## config.mk

```make
export PLATFORM = sky130hd
export DESIGN_NAME = tcf_timer16
export DESIGN_NICKNAME = d
export VERILOG_FILES = /design/src/core/tcf_timer16.v
export VERILOG_INCLUDE_DIRS = /design/src /design/src/pkg
export SDC_FILE = /design/constraint.sdc
export NUM_CORES = 1
export LEC_CHECK = 0
export BUFFER_PORTS_ARGS = -buffer_cell sky130_fd_sc_hd__buf_2
export CORE_MARGIN = 4
export CORE_UTILIZATION = 65
export DETAILED_ROUTE_END_ITERATION = 10
export GPL_TIMING_DRIVEN = 0
export PLACE_DENSITY = 0.82
export SYNTH_ARGS = -nofsm -noshare
export SYNTH_HDL_FRONTEND = slang
export SYNTH_SLANG_ARGS = --single-unit
```

## constraint.sdc

```tcl
create_clock -name sys_clk -period 9.25 [get_ports sys_clk]
set_input_delay 0.925 -clock sys_clk [delete_from_list [all_inputs] [get_ports sys_clk]]
set_output_delay 0.925 -clock sys_clk [all_outputs]
set_load 0.01 [all_outputs]
```

## src/pkg/tcf_timer16_regs.vh

```
`ifndef TCF_TIMER16_REGS_VH
`define TCF_TIMER16_REGS_VH

// Register offsets on the 8-bit register port
`define TCF_OFS_FLAGS 8'h36
`define TCF_OFS_MASK 8'h6f
`define TCF_OFS_CTRL_A 8'h80
`define TCF_OFS_CTRL_B 8'h81
`define TCF_OFS_CTRL_C 8'h82
`define TCF_OFS_MISC 8'h83
`define TCF_OFS_COUNT_L 8'h84
`define TCF_OFS_COUNT_H 8'h85
`define TCF_OFS_CAPT_L 8'h86
`define TCF_OFS_CAPT_H 8'h87
`define TCF_OFS_CMPA_L 8'h88
`define TCF_OFS_CMPA_H 8'h89
`define TCF_OFS_CMPB_L 8'h8a
`define TCF_OFS_CMPB_H 8'h8b

// Reset values
`define TCF_RST_BYTE 8'h00
`define TCF_RST_WORD 16'h0000

// Flag and mask bit positions
`define TCF_BIT_CAPTURE 5
`define TCF_BIT_MATCH_B 2
`define TCF_BIT_MATCH_A 1
`define TCF_BIT_OVERFLOW 0
`define TCF_FLAG_IMPL 8'h27

// Control B fields
`define TCF_CB_FILTER 7
`define TCF_CB_EDGE 6
`define TCF_CB_RSVD 5
`define TCF_CB_WGM_HI 4
`define TCF_CB_WGM_LO 3
`define TCF_CB_CS_HI 2
`define TCF_CB_CS_LO 0

// Control A fields
`define TCF_CA_COM_A_HI 7
`define TCF_CA_COM_B_HI 5
`define TCF_CA_WGM_HI 1
`define TCF_CA_WGM_LO 0

// Control C force bits
`define TCF_CC_FORCE_A 7
`define TCF_CC_FORCE_B 6

// Misc register: capture source select
`define TCF_MISC_CAP_COMP 0

// Clock select codes
`define TCF_CS_STOP 3'h0
`define TCF_CS_DIV1 3'h1
`define TCF_CS_DIV8 3'h2
`define TCF_CS_DIV64 3'h3
`define TCF_CS_DIV256 3'h4
`define TCF_CS_DIV1024 3'h5
`define TCF_CS_EXT_FALL 3'h6
`define TCF_CS_EXT_RISE 3'h7

// Prescaler tap masks (divisor minus one)
`define TCF_PRE_M8 10'h007
`define TCF_PRE_M64 10'h03f
`define TCF_PRE_M256 10'h0ff
`define TCF_PRE_M1024 10'h3ff

// Compare output modes, non-PWM
`define TCF_COM_OFF 2'h0
`define TCF_COM_TOGGLE 2'h1
`define TCF_COM_CLEAR 2'h2
`define TCF_COM_SET 2'h3

// Fixed top values
`define TCF_TOP_MAX 16'hffff
`define TCF_TOP_8B 16'h00ff
`define TCF_TOP_9B 16'h01ff
`define TCF_TOP_10B 16'h03ff
`define TCF_BOTTOM 16'h0000

// Noise filter sample count
`define TCF_FILTER_LEN 4

`endif

```

## src/core/tcf_timer16.v

```verilog
`timescale 1ns/1ps
// Contract
// RULE1: Filter needs four equal samples before changing
// RULE2: Edge select bit: zero falling, one rising
// RULE3: Capture copies counter, sets capture flag
// RULE4: Capture register as top disables pin capture
// RULE5: Clock select zero stops; one-five internal taps
// RULE6: Six counts falling, seven rising external edges
// RULE7: External pin counts even when driven outward
// RULE8: Force strobe applies match action, non-PWM only
// RULE9: Force sets no flag, clears no counter
// RULE10: Force strobe bits always read zero
// RULE11: Shared high-byte latch makes 16-bit access atomic
// RULE12: Counter write blocks next timer-clock match
// RULE13: Compare registers compared continuously, drive outputs; here matches move the outputs in non-PWM modes only
// RULE14: Capture source is pin or comparator
// RULE15: Interrupt needs mask, global enable and flag
// RULE16: Capture-top modes set capture flag at top
// RULE17: Match flag set next timer clock cycle
// RULE18: Vector or write-one clears flag; zero keeps
// RULE19: Overflow flag set where waveform mode defines
// RULE20: Reserved bits read zero; software writes zero
// RULE21: Non-PWM output mode: off, toggle, clear, set
// RULE22: Software writes high first, reads low first
`include "tcf_timer16_regs.vh"

module tcf_timer16 (
    input wire sys_clk,
    input wire reset_n,
    input wire [7:0] reg_addr,
    input wire [7:0] reg_wdata,
    input wire reg_wr,
    input wire reg_rd,
    output reg [7:0] reg_rdata,
    input wire capture_pin,
    input wire comparator_out,
    input wire external_count_pin,
    input wire global_irq_en,
    input wire [3:0] vector_ack,
    output wire irq_capture,
    output wire irq_match_a,
    output wire irq_match_b,
    output wire irq_overflow,
    output wire wave_out_a,
    output wire wave_out_b,
    output wire wave_oe_a,
    output wire wave_oe_b
);

    reg [7:0] control_reg_a;
    reg [7:0] control_reg_b;
    reg [7:0] irq_mask_reg;
    reg [7:0] irq_flag_reg;
    reg [7:0] misc_reg;
    reg [7:0] high_byte_latch;
    reg [15:0] count_value;
    reg [15:0] capture_reg;
    reg count_down;
    reg match_block;
    reg [9:0] prescale;

    // Two-stage synchronisers for every asynchronous input
    reg [1:0] ext_sync;
    reg [1:0] cap_sync;
    reg [1:0] cmp_sync;
    reg ext_prev;
    reg [`TCF_FILTER_LEN-1:0] cap_hist;
    reg cap_filtered;
    reg cap_prev;

    wire [3:0] waveform_mode_sel;
    wire [2:0] clock_source_sel;
    wire capture_noise_filter_en;
    wire capture_edge_select;
    wire wr_count_l;
    wire non_pwm;
    wire dual_slope;
    wire fast_pwm;
    wire capture_is_top;
    reg [15:0] top_value;
    reg tick;
    wire cap_raw;
    wire cap_src;
    wire cap_event;
    wire top_capture_event;
    wire overflow_event;
    wire [1:0] match_event;
    wire [7:0] flag_set;
    wire [7:0] flag_clear;
    wire [15:0] cmp_val_0;
    wire [15:0] cmp_val_1;
    wire [1:0] wave_bits;

    assign waveform_mode_sel = {control_reg_b[`TCF_CB_WGM_HI:`TCF_CB_WGM_LO],
                                control_reg_a[`TCF_CA_WGM_HI:`TCF_CA_WGM_LO]};
    assign clock_source_sel = control_reg_b[`TCF_CB_CS_HI:`TCF_CB_CS_LO];
    assign capture_noise_filter_en = control_reg_b[`TCF_CB_FILTER];
    assign capture_edge_select = control_reg_b[`TCF_CB_EDGE];
    assign wr_count_l = reg_wr && (reg_addr == `TCF_OFS_COUNT_L);

    // Mode classes: normal, CLEAR_ON_MATCH_MODE and the reserved code behave as non-PWM counting
    assign non_pwm = (waveform_mode_sel == 4'd0) || (waveform_mode_sel == 4'd4) ||
                     (waveform_mode_sel == 4'd12) || (waveform_mode_sel == 4'd13);
    assign dual_slope = (waveform_mode_sel == 4'd1) || (waveform_mode_sel == 4'd2) ||
                        (waveform_mode_sel == 4'd3) || (waveform_mode_sel == 4'd8) ||
                        (waveform_mode_sel == 4'd9) || (waveform_mode_sel == 4'd10) ||
                        (waveform_mode_sel == 4'd11);
    assign fast_pwm = !non_pwm && !dual_slope;
    assign capture_is_top = (waveform_mode_sel == 4'd8) || (waveform_mode_sel == 4'd10) ||
                            (waveform_mode_sel == 4'd12) || (waveform_mode_sel == 4'd14);

    always @* begin
        case (waveform_mode_sel)
            4'd1, 4'd5: top_value = `TCF_TOP_8B;
            4'd2, 4'd6: top_value = `TCF_TOP_9B;
            4'd3, 4'd7: top_value = `TCF_TOP_10B;
            4'd4, 4'd9, 4'd11, 4'd15: top_value = cmp_val_0;
            4'd8, 4'd10, 4'd12, 4'd14: top_value = capture_reg;
            default: top_value = `TCF_TOP_MAX;
        endcase
    end

    // Free-running prescaler; a tap fires once per divisor period
    always @(posedge sys_clk or negedge reset_n) begin
        if (!reset_n) begin
            prescale <= 10'h000;
        end else begin
            prescale <= prescale + 10'h001;
        end
    end

    always @(posedge sys_clk or negedge reset_n) begin
        if (!reset_n) begin
            ext_sync <= 2'b00;
            cap_sync <= 2'b00;
            cmp_sync <= 2'b00;
            ext_prev <= 1'b0;
        end else begin
            // Pin is sampled regardless of its direction
            ext_sync <= {ext_sync[0], external_count_pin}; // RULE7
            cap_sync <= {cap_sync[0], capture_pin};
            cmp_sync <= {cmp_sync[0], comparator_out};
            ext_prev <= ext_sync[1];
        end
    end

    always @* begin
        case (clock_source_sel)
            `TCF_CS_STOP: tick = 1'b0; // RULE5
            `TCF_CS_DIV1: tick = 1'b1; // RULE5
            `TCF_CS_DIV8: tick = (prescale & `TCF_PRE_M8) == `TCF_PRE_M8; // RULE5
            `TCF_CS_DIV64: tick = (prescale & `TCF_PRE_M64) == `TCF_PRE_M64; // RULE5
            `TCF_CS_DIV256: tick = (prescale & `TCF_PRE_M256) == `TCF_PRE_M256; // RULE5
            `TCF_CS_DIV1024: tick = prescale == `TCF_PRE_M1024; // RULE5
            `TCF_CS_EXT_FALL: tick = ext_prev && !ext_sync[1]; // RULE6
            default: tick = !ext_prev && ext_sync[1]; // RULE6
        endcase
    end

    assign cap_raw = misc_reg[`TCF_MISC_CAP_COMP] ? cmp_sync[1] : cap_sync[1]; // RULE14

    always @(posedge sys_clk or negedge reset_n) begin
        if (!reset_n) begin
            cap_hist <= {`TCF_FILTER_LEN{1'b0}};
            cap_filtered <= 1'b0;
            cap_prev <= 1'b0;
        end else begin
            cap_hist <= {cap_hist[`TCF_FILTER_LEN-2:0], cap_raw};
            if (&cap_hist) begin
                cap_filtered <= 1'b1; // RULE1
            end else if (~|cap_hist) begin
                cap_filtered <= 1'b0; // RULE1
            end
            cap_prev <= cap_src;
        end
    end

    assign cap_src = capture_noise_filter_en ? cap_filtered : cap_raw; // RULE1
    // Pin path is cut off while the capture register defines the period
    assign cap_event = !capture_is_top && // RULE4
                       (capture_edge_select ? (!cap_prev && cap_src) // RULE2
                                            : (cap_prev && !cap_src)); // RULE2
    assign top_capture_event = capture_is_top && tick && !count_down &&
                               (count_value == top_value); // RULE16

    // Overflow point depends on the waveform mode
    assign overflow_event = tick && (non_pwm ? (count_value == `TCF_TOP_MAX) // RULE19
                          : fast_pwm ? (count_value == top_value) // RULE19
                          : (count_down && (count_value == `TCF_BOTTOM))); // RULE19

    always @(posedge sys_clk or negedge reset_n) begin
        if (!reset_n) begin
            count_value <= `TCF_RST_WORD;
            count_down <= 1'b0;
            match_block <= 1'b0;
        end else begin
            if (wr_count_l) begin
                count_value <= {high_byte_latch, reg_wdata}; // RULE11
                match_block <= 1'b1; // RULE12
            end else if (tick) begin
                match_block <= 1'b0; // RULE12
                if (dual_slope) begin
                    if (!count_down && count_value >= top_value) begin
                        count_down <= 1'b1;
                        count_value <= count_value - 16'h0001;
                    end else if (count_down && count_value == `TCF_BOTTOM) begin
                        count_down <= 1'b0;
                        count_value <= count_value + 16'h0001;
                    end else if (count_down) begin
                        count_value <= count_value - 16'h0001;
                    end else begin
                        count_value <= count_value + 16'h0001;
                    end
                end else begin
                    count_down <= 1'b0;
                    // Forced strobes never reach this clear
                    if (count_value == top_value) begin
                        count_value <= `TCF_BOTTOM; // RULE9
                    end else begin
                        count_value <= count_value + 16'h0001;
                    end
                end
            end
        end
    end

    genvar ch;
    generate
        for (ch = 0; ch < 2; ch = ch + 1) begin : g_cmp
            reg [15:0] compare_value;
            reg wave;
            wire [7:0] ofs_l;
            wire [1:0] compare_output_mode;
            wire force_compare;
            wire act;

            assign ofs_l = (ch == 0) ? `TCF_OFS_CMPA_L : `TCF_OFS_CMPB_L;
            assign compare_output_mode = (ch == 0) ?
                control_reg_a[`TCF_CA_COM_A_HI:`TCF_CA_COM_A_HI-1] :
                control_reg_a[`TCF_CA_COM_B_HI:`TCF_CA_COM_B_HI-1];
            assign force_compare = reg_wr && (reg_addr == `TCF_OFS_CTRL_C) && non_pwm && // RULE8
                reg_wdata[(ch == 0) ? `TCF_CC_FORCE_A : `TCF_CC_FORCE_B];
            assign match_event[ch] = tick && !match_block && // RULE12
                                     (count_value == compare_value); // RULE13
            assign act = (match_event[ch] && non_pwm) || force_compare; // RULE8

            always @(posedge sys_clk or negedge reset_n) begin
                if (!reset_n) begin
                    compare_value <= `TCF_RST_WORD;
                    wave <= 1'b0;
                end else begin
                    if (reg_wr && reg_addr == ofs_l) begin
                        compare_value <= {high_byte_latch, reg_wdata}; // RULE11
                    end
                    if (act) begin
                        case (compare_output_mode)
                            `TCF_COM_TOGGLE: wave <= !wave; // RULE21
                            `TCF_COM_CLEAR: wave <= 1'b0; // RULE21
                            `TCF_COM_SET: wave <= 1'b1; // RULE21
                            default: wave <= wave; // RULE21
                        endcase
                    end
                end
            end

            assign wave_bits[ch] = wave;
        end
    endgenerate

    assign cmp_val_0 = g_cmp[0].compare_value;
    assign cmp_val_1 = g_cmp[1].compare_value;
    assign wave_out_a = wave_bits[0]; // RULE13
    assign wave_out_b = wave_bits[1]; // RULE13
    // Pin is only driven while an output mode is selected
    assign wave_oe_a = control_reg_a[`TCF_CA_COM_A_HI:`TCF_CA_COM_A_HI-1] != `TCF_COM_OFF;
    assign wave_oe_b = control_reg_a[`TCF_CA_COM_B_HI:`TCF_CA_COM_B_HI-1] != `TCF_COM_OFF;

    // Capture register: hardware capture beats a same-cycle software write
    always @(posedge sys_clk or negedge reset_n) begin
        if (!reset_n) begin
            capture_reg <= `TCF_RST_WORD;
        end else if (cap_event) begin
            capture_reg <= count_value; // RULE3
        end else if (reg_wr && reg_addr == `TCF_OFS_CAPT_L) begin
            capture_reg <= {high_byte_latch, reg_wdata}; // RULE11
        end
    end

    // Flags: hardware set wins over any clear in the same cycle
    assign flag_set = {2'b00, (cap_event || top_capture_event), 2'b00, // RULE3 RULE16
                       match_event[1], match_event[0], overflow_event}; // RULE17 RULE19
    assign flag_clear = ((reg_wr && reg_addr == `TCF_OFS_FLAGS) ? reg_wdata : 8'h00) | // RULE18
                        {2'b00, vector_ack[3], 2'b00, vector_ack[2:0]}; // RULE18

    always @(posedge sys_clk or negedge reset_n) begin
        if (!reset_n) begin
            irq_flag_reg <= `TCF_RST_BYTE;
        end else begin
            irq_flag_reg <= ((irq_flag_reg & ~flag_clear) | flag_set) & `TCF_FLAG_IMPL; // RULE18
        end
    end

    assign irq_capture = global_irq_en && irq_mask_reg[`TCF_BIT_CAPTURE] && // RULE15
                         irq_flag_reg[`TCF_BIT_CAPTURE];
    assign irq_match_b = global_irq_en && irq_mask_reg[`TCF_BIT_MATCH_B] && // RULE15
                         irq_flag_reg[`TCF_BIT_MATCH_B];
    assign irq_match_a = global_irq_en && irq_mask_reg[`TCF_BIT_MATCH_A] && // RULE15
                         irq_flag_reg[`TCF_BIT_MATCH_A];
    assign irq_overflow = global_irq_en && irq_mask_reg[`TCF_BIT_OVERFLOW] && // RULE15
                          irq_flag_reg[`TCF_BIT_OVERFLOW];

    always @(posedge sys_clk or negedge reset_n) begin
        if (!reset_n) begin
            control_reg_a <= `TCF_RST_BYTE;
            control_reg_b <= `TCF_RST_BYTE;
            irq_mask_reg <= `TCF_RST_BYTE;
            misc_reg <= `TCF_RST_BYTE;
            high_byte_latch <= `TCF_RST_BYTE;
        end else begin
            if (reg_wr) begin
                if (reg_addr == `TCF_OFS_CTRL_A) begin
                    control_reg_a <= reg_wdata & 8'hf3;
                end else if (reg_addr == `TCF_OFS_CTRL_B) begin
                    // Reserved bit is kept at zero whatever is written
                    control_reg_b <= reg_wdata & 8'hdf; // RULE20
                end else if (reg_addr == `TCF_OFS_MASK) begin
                    irq_mask_reg <= reg_wdata & `TCF_FLAG_IMPL; // RULE20
                end else if (reg_addr == `TCF_OFS_MISC) begin
                    misc_reg <= reg_wdata & 8'h01;
                end else if (reg_addr == `TCF_OFS_COUNT_H || reg_addr == `TCF_OFS_CAPT_H ||
                             reg_addr == `TCF_OFS_CMPA_H || reg_addr == `TCF_OFS_CMPB_H) begin
                    high_byte_latch <= reg_wdata; // RULE11
                end
            end else if (reg_rd) begin
                // Low-byte read snapshots the high byte for the following read
                if (reg_addr == `TCF_OFS_COUNT_L) begin
                    high_byte_latch <= count_value[15:8]; // RULE11
                end else if (reg_addr == `TCF_OFS_CAPT_L) begin
                    high_byte_latch <= capture_reg[15:8]; // RULE11
                end else if (reg_addr == `TCF_OFS_CMPA_L) begin
                    high_byte_latch <= cmp_val_0[15:8]; // RULE11
                end else if (reg_addr == `TCF_OFS_CMPB_L) begin
                    high_byte_latch <= cmp_val_1[15:8]; // RULE11
                end
            end
        end
    end

    always @(posedge sys_clk or negedge reset_n) begin
        if (!reset_n) begin
            reg_rdata <= `TCF_RST_BYTE;
        end else if (reg_rd) begin
            if (reg_addr == `TCF_OFS_FLAGS) begin
                reg_rdata <= irq_flag_reg; // RULE20
            end else if (reg_addr == `TCF_OFS_MASK) begin
                reg_rdata <= irq_mask_reg; // RULE20
            end else if (reg_addr == `TCF_OFS_CTRL_A) begin
                reg_rdata <= control_reg_a;
            end else if (reg_addr == `TCF_OFS_CTRL_B) begin
                reg_rdata <= control_reg_b;
            end else if (reg_addr == `TCF_OFS_CTRL_C) begin
                reg_rdata <= 8'h00; // RULE10
            end else if (reg_addr == `TCF_OFS_MISC) begin
                reg_rdata <= misc_reg;
            end else if (reg_addr == `TCF_OFS_COUNT_L) begin
                reg_rdata <= count_value[7:0];
            end else if (reg_addr == `TCF_OFS_CAPT_L) begin
                reg_rdata <= capture_reg[7:0];
            end else if (reg_addr == `TCF_OFS_CMPA_L) begin
                reg_rdata <= cmp_val_0[7:0];
            end else if (reg_addr == `TCF_OFS_CMPB_L) begin
                reg_rdata <= cmp_val_1[7:0];
            end else if (reg_addr == `TCF_OFS_COUNT_H || reg_addr == `TCF_OFS_CAPT_H ||
                         reg_addr == `TCF_OFS_CMPA_H || reg_addr == `TCF_OFS_CMPB_H) begin
                reg_rdata <= high_byte_latch; // RULE11
            end else begin
                reg_rdata <= 8'h00;
            end
        end else begin
            reg_rdata <= 8'h00;
        end
    end

endmodule

```

==> flow_summary.json <==
{
  "clk_latency_ns": 0.44,
  "cp_cell_sequence": "clkbuf_1, buf_1, nand3_1, a21oi_1, a21oi_1, ha_1, nand4_1, or3_1, a221oi_2, nor4b_2, buf_2, nor2_1, buf_4, nor3_1, a2111oi_0, nor3_1",
  "final_max_slew_viol_count": 0,
  "yosysWarnings": 0,
  "critPathSlowestCell": "buf_1",
  "initial_core_util_pct": 67.2,
  "required_ns": 9.54,
  "grt_pass1_vias": 7944,
  "drive_above_1_share_pct": 16.8,
  "drc": 0,
  "finalHoldViolations": 0,
  "synth_edf_count": 0,
  "max_stage_delay_ns": 0.51,
  "cts_sinks": 129,
  "path_class": "reg2reg",
  "cts_tree": "built",
  "antenna_found_initial": 1,
  "synth_top_area_cell": "dfrtp_1",
  "path_clk_slew_ns": 0.07,
  "synthTopCellsByArea": "dfrtp_1 39%, mux2_2 8.0%, a21oi_1 4.5%",
  "maxSlewHeadroom_pct": 15.0,
  "viasPerCell": 7.26,
  "rows": 40,
  "yosys.area_share.simple_pct": 18.5,
  "die_area_um2": 14400,
  "fin_crit_sh_pct": 50.0,
  "clock_skew_ns": 0.0113,
  "synth_common_cells": "129 x dfrtp_1, 73 x a21oi_1, 70 x nand2_1",
  "syn_inst": 886,
  "ys.flop_type": "dfrtp_1",
  "crit_family": "simple AND/OR/NAND/NOR gates",
  "max-clock-path-buffers": 2,
  "synth.area.mux_share_pct": 11.8,
  "synth_top_family_by_area": "simple AND/OR/NAND/NOR gates",
  "die_y_um": 120,
  "synth_adder_area_share_pct": 3.06,
  "final_cells": 1126,
  "root_buffer": "clkbuf_16",
  "synth.avg_cell_area_um2": 9.23,
  "hold_path_class": "in2async",
  "fin_crit_ns": 4.62,
  "status": "finished clean",
  "syn-num-nets": 934,
  "worst_setup_path_start_kind": "register",
  "syn_area_um2": 8180,
  "path_max_fanout": 10,
  "ant_nets": 0,
  "routed_wl_um": 28600,
  "diodes": 0,
  "core_um2": 12200,
  "vias": 8177,
  "grt_max_degree": 106,
  "synthToLayoutAreaGrowth_pct": 13.1,
  "synthArstFlopShare_pct": 100,
  "ctsHoldBuffers": 0,
  "endpoint_kind": "register",
  "dp_hpwl_um": 20300,
  "synth_compound_area_share_pct": 18.2,
  "die_w_um": 120,
  "power.density_nw_per_um2": 201,
  "grt-ovfl-total": 0,
  "drt_iter0_drc": 1231,
  "max_freq_mhz": 216,
  "nets": 993,
  "ctsResizeCount": 0,
  "wl_per_cell_um": 25.4,
  "ys_seq_area_share_pct": 39.5,
  "gp_congestion": 1.04,
  "htree_levels": 4,
  "synth_xor_area_share_pct": 4.82,
  "setup_viol": 0,
  "worstPathBufferInverterCount": 4,
  "rsz0062_at_grt": "no",
  "netlist.area_leader.share_pct": 39.5,
  "maxCapViolCount": 0,
  "leakage_uw": 0.00409,
  "portBuffers": 38,
  "grt_pass1_wl_um": 43900,
  "tns_ns": 0,
  "vdd_drop_max_mv": 0.154,
  "cts_setup_buffers": 0,
  "cp.arrival_ns": 4.92,
  "synth_cell_types": 77,
  "firstDrtPassIters": 7,
  "yosys_register_bits": 129,
  "grt.total_usage_pct": 40.0,
  "synth.most_common_cell": "dfrtp_1",
  "dp_cells": 1094,
  "io_pins": 44,
  "cts_buffers": 17,
  "worstMarginPinSlew_ns": 1.26
}
## area by class of cell
| cell class | count | area (µm²) |
|---|---|---|
| plain buffers | 61 | 267 |
| clock buffers | 21 | 480 |
| clock inverters | 11 | 153 |
| fillers | 832 | 2910 |
| inverters | 19 | 71.3 |
| multi-input cells | 677 | 4610 |
| flip-flops and latches | 129 | 3230 |
| well taps | 168 | 210 |
| repair buffers | 40 | 229 |
## through the flow
stage / hold WS (ns) / cell area, µm² / total power (µW) / worst slack, ns / util (%)
global placement: 0.335 / 8580 / 1090 / 4.88 / 70.5
global route: 0.355 / 9250 / 1920 / 4.29 / 76.1
floorplan: 0.331 / 8180 / 956 / 5.73 / -
finish: 0.346 / 9250 / 1860 / 4.63 / 76.1
CTS: 0.351 / 9250 / 1830 / 4.77 / 76.1
detailed placement: 0.338 / 8620 / 1110 / 4.85 / 70.9
## cells in the final DEF (no fill, tap or decap), types with 31 or more instances in the layout
cell type | synthesis | routed
a21oi_1 | 73 | 73
buf_2 | 9 | 47
clkbuf_1 | 40 | 40
dfrtp_1 | 129 | 129
mux2_2 | 58 | 58
mux2i_1 | 31 | 31
nand2_1 | 70 | 70
nand3_1 | 32 | 32
nor2_1 | 61 | 61
o21ai_0 | 45 | 45
xor2_1 | 36 | 36
## report_power, final
part,internal (µW),total [µW],leakage [µW],switching (µW)
logic,158,448,0.00215,290
registers,617,683,0.00164,65.3
clock network,454,727,0.000302,273
## routing by layer
layer | routed length (µm) | global-route usage, %
met2 | 12600 | 62.0
met4 | 1790 | 20.4
met1 | 10500 | 50.8
met3 | 3700 | 11.8
met5 | 13 | 0
## path summary, 6_finish.rpt
path / start / end / slack [ns] / cells past startpoint
min: reset_n / count_value[7] / 0.35 / 1
min reg2reg: cap_sync[0] / cap_sync[1] / 0.35 / 0
max: control_reg_a[0] / count_value[12] / 4.63 / 16
min in group sys_clk: cap_sync[0] / cap_sync[1] / 0.35 / 0
max reg2reg: control_reg_a[0] / count_value[12] / 4.63 / 16
max in group asynchronous: reset_n / count_value[13] / 8.09 / 2
## cell families after synthesis
| kind of cell | count (synthesis) |
|---|---|
| AOI/OAI and AO/OA | 231 |
| xor gates and xnor gates | 45 |
| muxes | 89 |
| and+or+nand+nor | 292 |
| adders and majority gates | 20 |
| DFF | 129 |
| buffers and inverters | 80 |
(Power assumes the default switching activity.)
